`config.mk`:
```
export PLATFORM = sky130hd
export DESIGN_NAME = wts_switch
export DESIGN_NICKNAME = d
export VERILOG_FILES = /design/src/wts_pkg.sv /design/src/wts_switch.sv
export SDC_FILE = /design/constraint.sdc
export NUM_CORES = 1
export LEC_CHECK = 0
export BUFFER_PORTS_ARGS = -buffer_cell sky130_fd_sc_hd__buf_2
export CELL_PAD_IN_SITES_DETAIL_PLACEMENT = 1
export CELL_PAD_IN_SITES_GLOBAL_PLACEMENT = 1
export CORE_MARGIN = 4
export CORE_UTILIZATION = 40
export CTS_BUF_LIST = sky130_fd_sc_hd__clkbuf_16
export CTS_CLUSTER_DIAMETER = 80
export DETAILED_ROUTE_END_ITERATION = 8
export PLACE_DENSITY = 0.76
export SLEW_MARGIN = 10
export SYNTH_ARGS = -nofsm -noshare
export SYNTH_HDL_FRONTEND = slang
export SYNTH_SLANG_ARGS = --single-unit
```
`constraint.sdc`:
```
create_clock -name CLOCK -period 2.65 [get_ports CLOCK]
set_clock_uncertainty 0.1 [all_clocks]
set_input_delay 0.3975 -clock CLOCK [delete_from_list [all_inputs] [get_ports CLOCK]]
set_output_delay 0.3975 -clock CLOCK [all_outputs]
set_load 0.02 [all_outputs]
```
`src/wts_pkg.sv`:
```
// constants and types shared by the weekday time switch
package wts_pkg;
    // clock and time base
    localparam int CLK_PERIOD_NS = 8;
    localparam int MS_NS = 1000000;
    localparam int CYC_PER_MS = MS_NS / CLK_PERIOD_NS;
    localparam int MS_PER_DAY = 86400000;
    localparam int MAX_DUR_DAYS = 49;
    localparam longint MAX_DUR_MS =
        longint'(MAX_DUR_DAYS) * longint'(MS_PER_DAY);
    localparam int DUR_W = $clog2(MAX_DUR_MS + 1);
    localparam int TOD_W = 27;
    localparam int DAYS_W = 7;

    // register byte offsets
    localparam logic [7:0] OFS_CTRL = 8'h00;
    localparam logic [7:0] OFS_DAYS = 8'h04;
    localparam logic [7:0] OFS_START = 8'h08;
    localparam logic [7:0] OFS_DUR = 8'h0c;
    localparam logic [7:0] OFS_STATUS = 8'h10;
    localparam logic [7:0] OFS_REMAIN = 8'h14;

    // values after reset
    localparam logic CTRL_RST = 1'b1;
    localparam logic [DAYS_W-1:0] DAYS_RST = 7'h7f;
    localparam logic [TOD_W-1:0] START_RST = 27'h0000000;
    localparam logic [DUR_W-1:0] DUR_RST = 32'h00000000;

    // weekday codes on the date-time input
    localparam logic [2:0] DAY_SUN = 3'h0;
    localparam logic [2:0] DAY_SAT = 3'h6;

    typedef struct packed {
        logic [2:0] weekday;
        logic [TOD_W-1:0] tod_ms;
    } wts_datetime_t;

    typedef enum logic [1:0] {
        WTS_IDLE = 2'b00,
        WTS_ON = 2'b01
    } wts_state_t;
endpackage

```
`src/wts_switch.sv`:
```
// weekday time switch with apb control registers
//
// Register access over APB and the register offsets were chosen for this implementation.
`timescale 1ns/10ps
module wts_switch #(
    parameter int CYC_PER_MS = wts_pkg::CYC_PER_MS
) (
    // clock and reset
    input wire logic CLOCK,
    input wire logic NRST,
    // apb slave
    input wire logic PSEL,
    input wire logic PENABLE,
    input wire logic PWRITE,
    input wire logic [7:0] PADDR,
    input wire logic [31:0] PWDATA,
    output logic [31:0] PRDATA,
    output logic PREADY,
    output logic PSLVERR,
    // calendar clock
    input wire wts_pkg::wts_datetime_t LOCAL_DATETIME_IN,
    // switch
    output logic SWITCH_OUT
);
    import wts_pkg::*;

    localparam int PRE_W = $clog2(CYC_PER_MS);
    localparam logic [PRE_W-1:0] PRE_LAST = PRE_W'(CYC_PER_MS - 1);

    logic en;
    logic [DAYS_W-1:0] days;
    logic [TOD_W-1:0] start_tod;
    logic [DUR_W-1:0] duration;
    logic [DUR_W-1:0] remaining;
    logic [PRE_W-1:0] pre;
    logic [TOD_W-1:0] last_tod;
    logic armed;
    wts_state_t state;
    logic sw_out;
    logic day_on;
    logic new_day;
    logic reached;
    logic pass;
    logic fire;
    logic tick;
    logic wr;
    logic rd_setup;

    // index of a register, 7 when unmapped
    function automatic logic [2:0] reg_sel(input logic [7:0] a);
        if (a == OFS_CTRL)
            return 3'h0;
        else if (a == OFS_DAYS)
            return 3'h1;
        else if (a == OFS_START)
            return 3'h2;
        else if (a == OFS_DUR)
            return 3'h3;
        else if (a == OFS_STATUS)
            return 3'h4;
        else if (a == OFS_REMAIN)
            return 3'h5;
        else
            return 3'h7;
    endfunction

    // weekday mask lookup
    function automatic logic day_hit(input logic [DAYS_W-1:0] m,
                                     input logic [2:0] w);
        logic [2:0] idx;
        idx = 3'h0;
        if (w > DAY_SAT)
            return 1'b0;
        if (w != DAY_SUN)
            idx = 3'h7 - w;
        return m[idx];
    endfunction

    // apb handshake
    assign PREADY = 1'b1;
    assign PSLVERR = PSEL && PENABLE && (reg_sel(PADDR) == 3'h7);
    assign wr = PSEL && PENABLE && PWRITE;
    assign rd_setup = PSEL && !PENABLE && !PWRITE;

    // control registers
    always_ff @(posedge CLOCK)
    begin
        if (!NRST)
        begin
            en <= CTRL_RST;
            days <= DAYS_RST;
            start_tod <= START_RST;
            duration <= DUR_RST;
        end
        else if (wr)
        begin
            if (reg_sel(PADDR) == 3'h0)
                en <= PWDATA[0];
            else if (reg_sel(PADDR) == 3'h1)
                days <= PWDATA[DAYS_W-1:0];
            else if (reg_sel(PADDR) == 3'h2)
                start_tod <= PWDATA[TOD_W-1:0];
            else if (reg_sel(PADDR) == 3'h3)
                duration <= PWDATA[DUR_W-1:0];
        end
    end

    // read data, loaded in the setup phase
    always_ff @(posedge CLOCK)
    begin
        if (!NRST)
            PRDATA <= 32'h00000000;
        else if (rd_setup)
        begin
            if (reg_sel(PADDR) == 3'h0)
                PRDATA <= {31'h00000000, en};
            else if (reg_sel(PADDR) == 3'h1)
                PRDATA <= {25'h0000000, days};
            else if (reg_sel(PADDR) == 3'h2)
                PRDATA <= {5'h00, start_tod};
            else if (reg_sel(PADDR) == 3'h3)
                PRDATA <= duration;
            else if (reg_sel(PADDR) == 3'h4)
                PRDATA <= {29'h00000000, day_on, armed, sw_out};
            else if (reg_sel(PADDR) == 3'h5)
                PRDATA <= remaining;
            else
                PRDATA <= 32'h00000000;
        end
    end

    // start-time detection
    assign day_on = day_hit(days, LOCAL_DATETIME_IN.weekday);
    assign reached = LOCAL_DATETIME_IN.tod_ms >= start_tod;
    assign new_day = LOCAL_DATETIME_IN.tod_ms < last_tod;
    assign pass = (armed || new_day) && reached;
    assign fire = pass && en && day_on && (days != 7'h00);

    always_ff @(posedge CLOCK)
    begin
        if (!NRST)
            last_tod <= START_RST;
        else
            last_tod <= LOCAL_DATETIME_IN.tod_ms;
    end

    // one event per day: disarm on pass, rearm at midnight
    always_ff @(posedge CLOCK)
    begin
        if (!NRST)
            armed <= 1'b1;
        else if (pass)
            armed <= 1'b0;
        else if (new_day)
            armed <= 1'b1;
    end

    // millisecond prescaler
    assign tick = (pre == PRE_LAST);

    always_ff @(posedge CLOCK)
    begin
        if (!NRST)
            pre <= '0;
        else if (fire || state == WTS_IDLE || tick)
            pre <= '0;
        else
            pre <= pre + PRE_W'(1);
    end

    // output state machine
    always_ff @(posedge CLOCK)
    begin
        if (!NRST)
        begin
            state <= WTS_IDLE;
            remaining <= DUR_RST;
            sw_out <= 1'b0;
        end
        else
        begin
            case (state)
                WTS_IDLE:
                begin
                    if (fire)
                    begin
                        state <= WTS_ON;
                        remaining <= duration;
                        sw_out <= 1'b1;
                    end
                end
                WTS_ON:
                begin
                    if (!en)
                    begin
                        state <= WTS_IDLE;
                        remaining <= DUR_RST;
                        sw_out <= 1'b0;
                    end
                    else if (fire)
                        remaining <= duration;
                    else if (remaining == DUR_RST)
                    begin
                        state <= WTS_IDLE;
                        sw_out <= 1'b0;
                    end
                    else if (tick && remaining == DUR_W'(1))
                    begin
                        state <= WTS_IDLE;
                        remaining <= DUR_RST;
                        sw_out <= 1'b0;
                    end
                    else if (tick)
                        remaining <= remaining - DUR_W'(1);
                end
                default:
                begin
                    state <= WTS_IDLE;
                    sw_out <= 1'b0;
                end
            endcase
        end
    end

    assign SWITCH_OUT = sw_out;
endmodule

```
# After elaboration in Yosys (flattened, before gate mapping)
# Index checks and enable logic that the tools add are counted.
# Widths: inputs -> output; s select.
# classes
add_sub_neg	3
order_cmp	4
n_eq_ne	22
mux	81
bitwise_logic	4
reduce_logical	31
# op_table
operator	n
$mux 32	12
$mux 3	47
$pmux 32 s2	1
$eq 32x1->1 const B	1
$logic_not 32->1	1
$sub 32x1->32 const B	1
$ge 27x27->1	1
$lt 27x27->1	1
$add 17x1->17 const B	1
$eq 17x17->1 const B	1
$eq 8x4->1 const B	2
$eq 8x5->1 const B	2
$mux 2	7
$eq 3x2->1 const B	4
$mux 1	11
$logic_and 1x1->1	10
$eq 3x3->1 const B	3
$eq 8x3->1 const B	1
$logic_not 8->1	1
$ne 4x4->1 const B	2
$reduce_and 4->1	2
$reduce_bool 7->1	1
$eq 3x1->1 const B	2
$logic_not 3->1	2
other kinds (20)	28
# word_totals
ff_bits	179
inputBits	75
elab_cells	156

# Depth between registers and ports, before layout
# Gate-level depths: netlist of the first run.
# depth
ltp_word	46
mapped_depth	11
ltp_nobuf	9

# Least setup slack after synthesis of the first run
# Ideal clock, no wire load.
# synth_timing
path_type	register to register
startpoint	register remaining[16]
endpoint	register remaining[18]
setup_ps	142
arrival_ps	2465
required_time_ps	2408
slack_ps	-56
path_stages_with_launch	10
n_path_buf	2
path_cell_list	dfxtp_1 -> buf_6 -> or4_4 -> or3_4 -> or4_4 -> o21a_4 -> clkbuf_8 -> o311a_2 -> o21ai_1 -> mux2i_1
# synth_between
elab_chain_cells	7
elab_cells_between_ends	13
cone_classes	add/sub (1); eq/ne (3); mux (6); reduce/logical (3)
# synth_lines
item	line	text
start, declared	wts_switch.sv:34	logic [DUR_W-1:0] remaining;
start signal, assigned	wts_switch.sv:188	remaining <= duration;
start signal, assigned	wts_switch.sv:201	remaining <= duration;
start signal, assigned	wts_switch.sv:214	remaining <= remaining - DUR_W'(1);
$sub 32x1->32 or $eq 32x1->1 (tied branches)	wts_switch.sv:214, wts_switch.sv:207	
$mux 32 or $logic_and 1x1->1 (tied branches)	wts_switch.sv:213, wts_switch.sv:207	
$mux 32	wts_switch.sv:207	else if (tick && remaining == DUR_W'(1))
$mux 32	wts_switch.sv:202	else if (remaining == DUR_RST)
$mux 32	wts_switch.sv:200	else if (fire)
$mux 32	wts_switch.sv:194	if (!en)
$pmux 32 s2	wts_switch.sv:182	case (state)
# Parallel ways exist; a longest one is shown, timed or not. The select of a mux whose other input is x is not followed.
# A chain may end at the register's enable or synchronous reset.

# Worst setup path in the final report of the first run
# layout_timing
startpoint	register remaining[16]
endpoint	register remaining[3]
# layout_between
elab_chain_cells	7
elab_cells_between_ends	11
cone_classes	eq/ne (3); mux (5); reduce/logical (3)
# layout_lines
item	line
$eq 32x1->1	wts_switch.sv:207
$logic_and 1x1->1	wts_switch.sv:207
$mux 32	wts_switch.sv:207
$mux 32	wts_switch.sv:202
$mux 32	wts_switch.sv:200
$mux 32	wts_switch.sv:194
$pmux 32 s2	wts_switch.sv:182
# Parallel ways exist; a longest one is shown, timed or not. The select of a mux whose other input is x is not followed.

==> impl_metrics.toml, run 1 <==
[die]
start_util_pct = 41.1
core-area_sq_mm = 0.0238
chipHeight_um = 164
die_w_um = 164
rows = 56
pin_count = 110
die_area_sq_mm = 0.0270

[sta]
min_period_over_period_pct = 103
worst_slack_ns = -0.0908
setup_tns_ns = -0.915
period_needed_ns = 2.74
finalHoldViolCount = 0
rsz0062_at_grt = "yes"
relSlewSlack_pct = 49.3
fmax_mhz = 365
finalSetupViolCount = 24
tightest_slew_ns = 0.761
slew_viol_final = 0

[critical_path]
cp.depth = 8
startpoint = "remaining[16]$_SDFFE_PN0P_"
r2r_cells = 8
max_stage_delay_ns = 0.54
critPathMostFrequentCell = "or4_4"
cp.required_ns = 2.88
worst_r2r_startpoint = "remaining[16]$_SDFFE_PN0P_"
worst-path-buf-inv = 1
startpoint_type = "flip-flop"
r2r_end = "remaining[3]$_SDFFE_PN0P_"
crit_type = "reg -> reg"
crit_arrival_ns = 2.97
worst-path-max-fanout = 8
crit_end = "remaining[3]$_SDFFE_PN0P_"
cp_top_family = "simple AND/OR/NAND/NOR gates"
endpoint_kind = "flip-flop"
crit_chain = "or4_4 > or3_4 > or4_4 > o21ai_4 > buf_6 > o22ai_2 > o21ai_1 > mux2i_1"
slowest_stage = "or4_4"
r2r_slack_ns = -0.09

[final_layout]
fin_nets = 1455
n_antenna_cell = 0
stdcell_area_sq_mm = 0.0123
layout-drive-gt1-share_pct = 24.9
final_util_pct = 51.9
final_cell_mix = "211 x nand2_1, 166 x dfxtp_1, 107 x buf_2"
final_common_cell = "nand2_1"
area_delta_synth_final_pct = 26.3

[power_and_ir_drop]
p_per_area_mw_per_mm2 = 516
p_leak_nw = 5.08
finalPower_mw = 6.36
vdd_drop_max_mv = 0.387
power_frac_clock_pct = 44.7
p_int_mw = 4.65
power_frac_seq_pct = 42.9
p_sw_share_pct = 27.0
p_sw_mw = 1.72
p_comb_share_pct = 12.4

[global_route]
track_usage_pct = 24.0
grt_pass1_vias = 9661
grt_first_pass_wirelength_um = 51100
grt.overflow.total = 0
grt_max_degree = 78
antenna_found_initial = 0

[cts]
cts_tree = "done"
htree_levels = 4
clkLatencyLatePin_ns = 0.45
cts_buffer_depth = 2
cts.sinks = 177
clk_pin_slew_ns = 0.07
numCtsBuffers = 17
root_buffer = "clkbuf_16"
cts_hold_buf = 0

[yosys]
yosys_most_used_dff = "dfxtp_1"
synth_cell_types = 76
seq_area_frac_synth_pct = 36.3
syn_nets = 1299
ys_seq_elements = 177
synth_area_sq_mm = 0.00976
synth_edf_count = 0
syn_inst = 1168
async_reset_ff_share_pct = 0
syn_avg_cell_area_sq_um = 8.35
synth_warnings = 0

[route]
drtIter0Drc = 784
antenna_left = 0
vias = 9474
viasPerCell = 5.72
wl_um = 33500
drc = 0
first_pass_iters = 5
avgRoutedWirePerCell_um = 20.3

[place]
pre_cts_ws_ns = -0.178
place_congestion = 0.887
port_buffers = 108
placed_cell_area_sq_mm = 0.0112
dp_hpwl_um = 23800

[hold_path]
min_path_type = "in -> reg"

[run_status]
violations = "negative setup slack"
status = "complete, but fails checks"

[job]
maxCapViolCount = 0
-- power by group through the flow --
stage                     clock [mW]  combinational, mW  sequential (mW)
after floorplan                    0              0.388             2.81
after global placement             0              0.681             2.79
after detailed placement           0              0.705             2.79
after CTS                       2.87              0.736             2.73
after global routing            2.99              0.853             2.73
final                           2.85              0.789             2.73
-- cell usage after synthesis (4+ instances only) --
| cell | instances | area, sq um |
|---|---|---|
| xnor2_1 | 4 | 35.0 |
| buf_4 | 4 | 30.0 |
| a21boi_0 | 60 | 450 |
| o211a_1 | 5 | 50.1 |
| ha_1 | 56 | 701 |
| dfxtp_1 | 177 | 3540 |
| o21ai_1 | 16 | 80.1 |
| a22o_1 | 29 | 254 |
| xor2_1 | 11 | 96.3 |
| o21a_1 | 9 | 67.6 |
| o2bb2ai_1 | 8 | 70.1 |
| a21boi_1 | 5 | 37.5 |
| o21ai_0 | 28 | 140 |
| a32o_1 | 6 | 60.1 |
| o22ai_1 | 4 | 25.0 |
| nor2_1 | 72 | 270 |
| a221oi_1 | 27 | 236 |
| o211ai_1 | 4 | 30.0 |
| and3_1 | 18 | 113 |
| nand3_1 | 25 | 125 |
| nor2b_1 | 4 | 25.0 |
| o31ai_1 | 11 | 82.6 |
| nand2_1 | 212 | 796 |
| inv_1 | 61 | 229 |
| and2_1 | 34 | 213 |
| a21oi_1 | 20 | 100 |
| nor3_1 | 16 | 80.1 |
| or3_1 | 4 | 25.0 |
| buf_2 | 9 | 45.0 |
| mux2i_1 | 45 | 450 |
| a211oi_1 | 5 | 37.5 |
| clkbuf_1 | 54 | 203 |
| nor3b_1 | 26 | 195 |
| and4_1 | 6 | 52.6 |
| nand4_1 | 11 | 68.8 |
| o311a_1 | 7 | 70.1 |
| mux2_2 | 4 | 45.0 |
| nor4_1 | 10 | 62.6 |
-- area by class of cell --
class | count | area (sq um)
inverters | 61 | 229
multi-input cells | 859 | 6040
clock inverters | 15 | 221
clock buffers | 17 | 425
flip-flops and latches | 177 | 3560
repair buffers | 208 | 1450
fillers | 2811 | 11400
well taps | 319 | 399
-- timing repair --
| item | CTS | global route |
|---|---|---|
| gates cloned | 2 | 2 |
| pin swaps | 8 | 27 |
| setup buffers | 1 | 1 |
| endpoints found under the setup margin | 49 | 50 |
| resized for setup | 31 | 74 |
-- worst min-delay path by stage --
stage	start	end	cells after the start
after floorplan	pre[0]$_SDFF_PP0_	pre[0]$_SDFF_PP0_	1
after global placement	PRDATA[27]$_SDFFE_PN0P_	PRDATA[27]$_SDFFE_PN0P_	2
after detailed placement	start_tod[1]$_SDFFE_PN0P_	start_tod[1]$_SDFFE_PN0P_	2
after CTS	LOCAL_DATETIME_IN[13]	last_tod[13]$_SDFF_PN0_	2
after global routing	LOCAL_DATETIME_IN[0]	last_tod[0]$_SDFF_PN0_	2
final	LOCAL_DATETIME_IN[13]	last_tod[13]$_SDFF_PN0_	2
-- cell families after synthesis --
family | Yosys count | share of synthesized area [%]
AO/OA/AOI/OAI | 267 | 20.6
XOR/XNOR | 15 | 1.35
adder cells (fa/ha/maj) | 56 | 7.18
buffers and inverters | 133 | 5.64
flip-flops | 177 | 36.3
multiplexers | 50 | 5.31
other | 1 | 0.0384
AND/OR/NAND/NOR | 469 | 23.6
-- per-layer routing --
| metal | part of all wire, % | wire, um | global-route usage (%) | vias to the layer above |
|---|---|---|---|---|
| met5 | 0 | 0 | 0 | - |
| met2 | 49 | 16300 | 41.0 | 230 |
| li1 | - | - | - | 4477 |
| met3 | 4.5 | 1510 | 3.29 | 42 |
| met1 | 45 | 15200 | 31.8 | 4725 |
| met4 | 1.6 | 532 | 6.44 | 0 |
-- per-stage QoR --
stage / cells / hold slack (ns)
3_3_place_gp: 1618 / 0.349
6_report: 1656 / 0.102
4_1_cts: 1653 / 0.0943
5_1_grt: 1656 / 0.0974
2_1_floorplan: 1168 / 0.338
3_5_place_dp: 1618 / 0.356
-- state kept, by name, indices dropped and copies added, names as in the netlist --
name,cells
en,1
start_tod,27
PRDATA,32
SWITCH_OUT,1
duration,32
last_tod,27
days,7
remaining,32
armed,1
pre,17
-- worst register-to-register path: cells and delay by family (launching register included) --
| kind | cells | cell delay, ns |
|---|---|---|
| AO/OA/AOI/OAI | 3 | 0.49 |
| flip-flops | 1 | 0.33 |
| buffers and inverters | 1 | 0.20 |
| AND/OR/NAND/NOR | 3 | 1.43 |
| multiplexers | 1 | 0.09 |
Power figures use the tool's default switching activity.
==> run 2, diff against run 1 <==
--- a/config.mk
+++ b/config.mk
@@ -13,6 +13,7 @@
 export CTS_BUF_LIST = sky130_fd_sc_hd__clkbuf_16
 export CTS_CLUSTER_DIAMETER = 80
 export DETAILED_ROUTE_END_ITERATION = 8
+export HOLD_SLACK_MARGIN = 0.08
 export PLACE_DENSITY = 0.76
 export SLEW_MARGIN = 10
 export SYNTH_ARGS = -nofsm -noshare
==> constraint.sdc (replaced) <==
create_clock -name CLOCK -period 2.3 [get_ports CLOCK]
set_clock_uncertainty 0.1 [all_clocks]
set_input_delay 0.345 -clock CLOCK [delete_from_list [all_inputs] [get_ports CLOCK]]
set_output_delay 0.345 -clock CLOCK [all_outputs]
set_load 0.02 [all_outputs]
==> impl_metrics.toml, run 2 (same netlist as run 1, synthesis figures left out) <==
[hold_path]
min_from = "LOCAL_DATETIME_IN[19]"
hold_depth = 2
min_path_type = "in -> reg"
whs_endpoint = "last_tod[19]$_SDFF_PN0_"

[route]
antenna_left = 0
drtIter0Drc = 796
first_pass_iters = 5
viasPerCell = 5.95
wl_um = 42800
avgRoutedWirePerCell_um = 24.1
vias = 10580
drc = 0

[sta]
relSlewSlack_pct = 61.4
period_needed_ns = 2.90
slew_viol_final = 0
finalSetupViolCount = 50
rsz0062_at_grt = "yes"
worst_slack_ns = -0.597
fmax_mhz = 345
tightest_slew_ns = 0.578
min_period_over_period_pct = 126
finalHoldViolCount = 0

[power_and_ir_drop]
p_per_area_mw_per_mm2 = 535
p_leak_nw = 5.87
vdd_drop_max_mv = 0.340

[final_layout]
fin_nets = 1578
area_delta_synth_final_pct = 43.4
layout-drive-gt1-share_pct = 34.1
final_cell_mix = "208 x nand2_1, 162 x dfxtp_1, 157 x buf_4"
layoutNonFillerInstCount = 1779
n_antenna_cell = 0
regArea_sq_mm = 0.00356
nFillCells = 2719
final_common_cell = "nand2_1"
multiInputGateArea_sq_mm = 0.00661
top_regs = "PRDATA (32), duration (32), remaining (32)"

[global_route]
antenna_found_initial = 0
grt_pass1_vias = 10968
grt_max_degree = 75
track_usage_pct = 27.9
grt_first_pass_wirelength_um = 59600
grt.overflow.total = 0

[critical_path]
crit_type = "reg -> reg"
r2r_end = "remaining[20]$_SDFFE_PN0P_"
worst-path-max-fanout = 8
r2r_slack_ns = -0.60
cp.required_ns = 2.51
startpoint_type = "flip-flop"
r2r_cells = 9
worst_r2r_startpoint = "remaining[20]$_SDFFE_PN0P_"
endpoint_kind = "flip-flop"
crit_arrival_ns = 3.11

[cts]
clkLatencyLatePin_ns = 0.44
cts_tree = "done"
cts.sinks = 177
cts_buffer_depth = 2
htree_levels = 4
numCtsBuffers = 17
clk_pin_slew_ns = 0.08
root_buffer = "clkbuf_16"

[place]
dp_hpwl_um = 25100
place_congestion = 0.904
pre_cts_ws_ns = -0.496
port_buffers = 108
placed_cells = 1686

[die]
start_util_pct = 41.1
rows = 56
chipHeight_um = 164
die_area_sq_mm = 0.0270
pin_count = 110
core-area_sq_mm = 0.0238
die_w_um = 164

[job]
maxCapViolCount = 0

[run_status]
status = "complete, but fails checks"
violations = "negative setup slack"
[run 2: per-layer routing]
layer  wire, um  global-route usage (%)
met5          0                       0
met4       1480                    9.26
met3       2360                    4.07
met2      21600                    49.6
met1      17300                    34.7
[run 2: what timing repair did]
action                                  CTS  global route
endpoints found under the setup margin   50            51
gates resized for setup                  83            97
gates cloned                              3             1
pin swaps                                26            58
buffers inserted                         13            12
hold endpoints to repair                 39             0
hold buffers                             37             0
[run 2: through the flow]
step | utilization, % | hold slack, ns | cell area [sq um] | TNS (ns) | power [mW]
2_1_floorplan | - | 0.335 | 10000 | -15.09 | 3.70
3_3_place_gp | 50.4 | 0.343 | 12000 | -18.48 | 4.04
3_5_place_dp | 50.4 | 0.348 | 12000 | -26.38 | 4.07
4_1_cts | 57.0 | 0.0801 | 13500 | -14.04 | 7.31
5_1_grt | 58.9 | 0.0854 | 14000 | -22.14 | 7.69
6_report | 58.9 | 0.0916 | 14000 | -19.71 | 7.48
[run 2: worst max-delay path by stage]
stage / start / to / slack, ns / depth (start not counted)
2_1_floorplan: remaining[16]$_SDFFE_PN0P_ / remaining[18]$_SDFFE_PN0P_ / -0.39 / 9
3_3_place_gp: pre[12]$_SDFF_PP0_ / remaining[31]$_SDFFE_PN0P_ / -0.42 / 8
3_5_place_dp: pre[12]$_SDFF_PP0_ / remaining[31]$_SDFFE_PN0P_ / -0.50 / 8
4_1_cts: remaining[16]$_SDFFE_PN0P_ / remaining[31]$_SDFFE_PN0P_ / -0.41 / 8
5_1_grt: remaining[16]$_SDFFE_PN0P_ / remaining[20]$_SDFFE_PN0P_ / -0.63 / 9
6_report: remaining[20]$_SDFFE_PN0P_ / remaining[20]$_SDFFE_PN0P_ / -0.60 / 9
[run 2: area by class of cell]
type,count,area share (%)
timing repair buffer,331,18.4
clock buffer,17,3.04
clock inverter,15,1.39
multi-input combinational,859,47.2
inverter,61,1.64
tap,319,2.85
sequential,177,25.4
[run 2: where the power goes]
group,internal [mW],leakage (nW),switching (mW)
Combinational,0.492,4.12,0.648
Sequential,3.11,1.44,0.0363
Clock,1.75,0.302,1.44
Total,5.35,5.87,2.13
[run 2: worst max-delay path, cell delays in order (launching register included)]
cell	delay, ns
dfxtp_1	0.34
or4_4	0.54
or3_4	0.37
or4_4	0.54
o21ai_4	0.20
buf_6	0.14
buf_12	0.15
o22ai_4	0.09
o21ai_2	0.18
mux2i_1	0.13
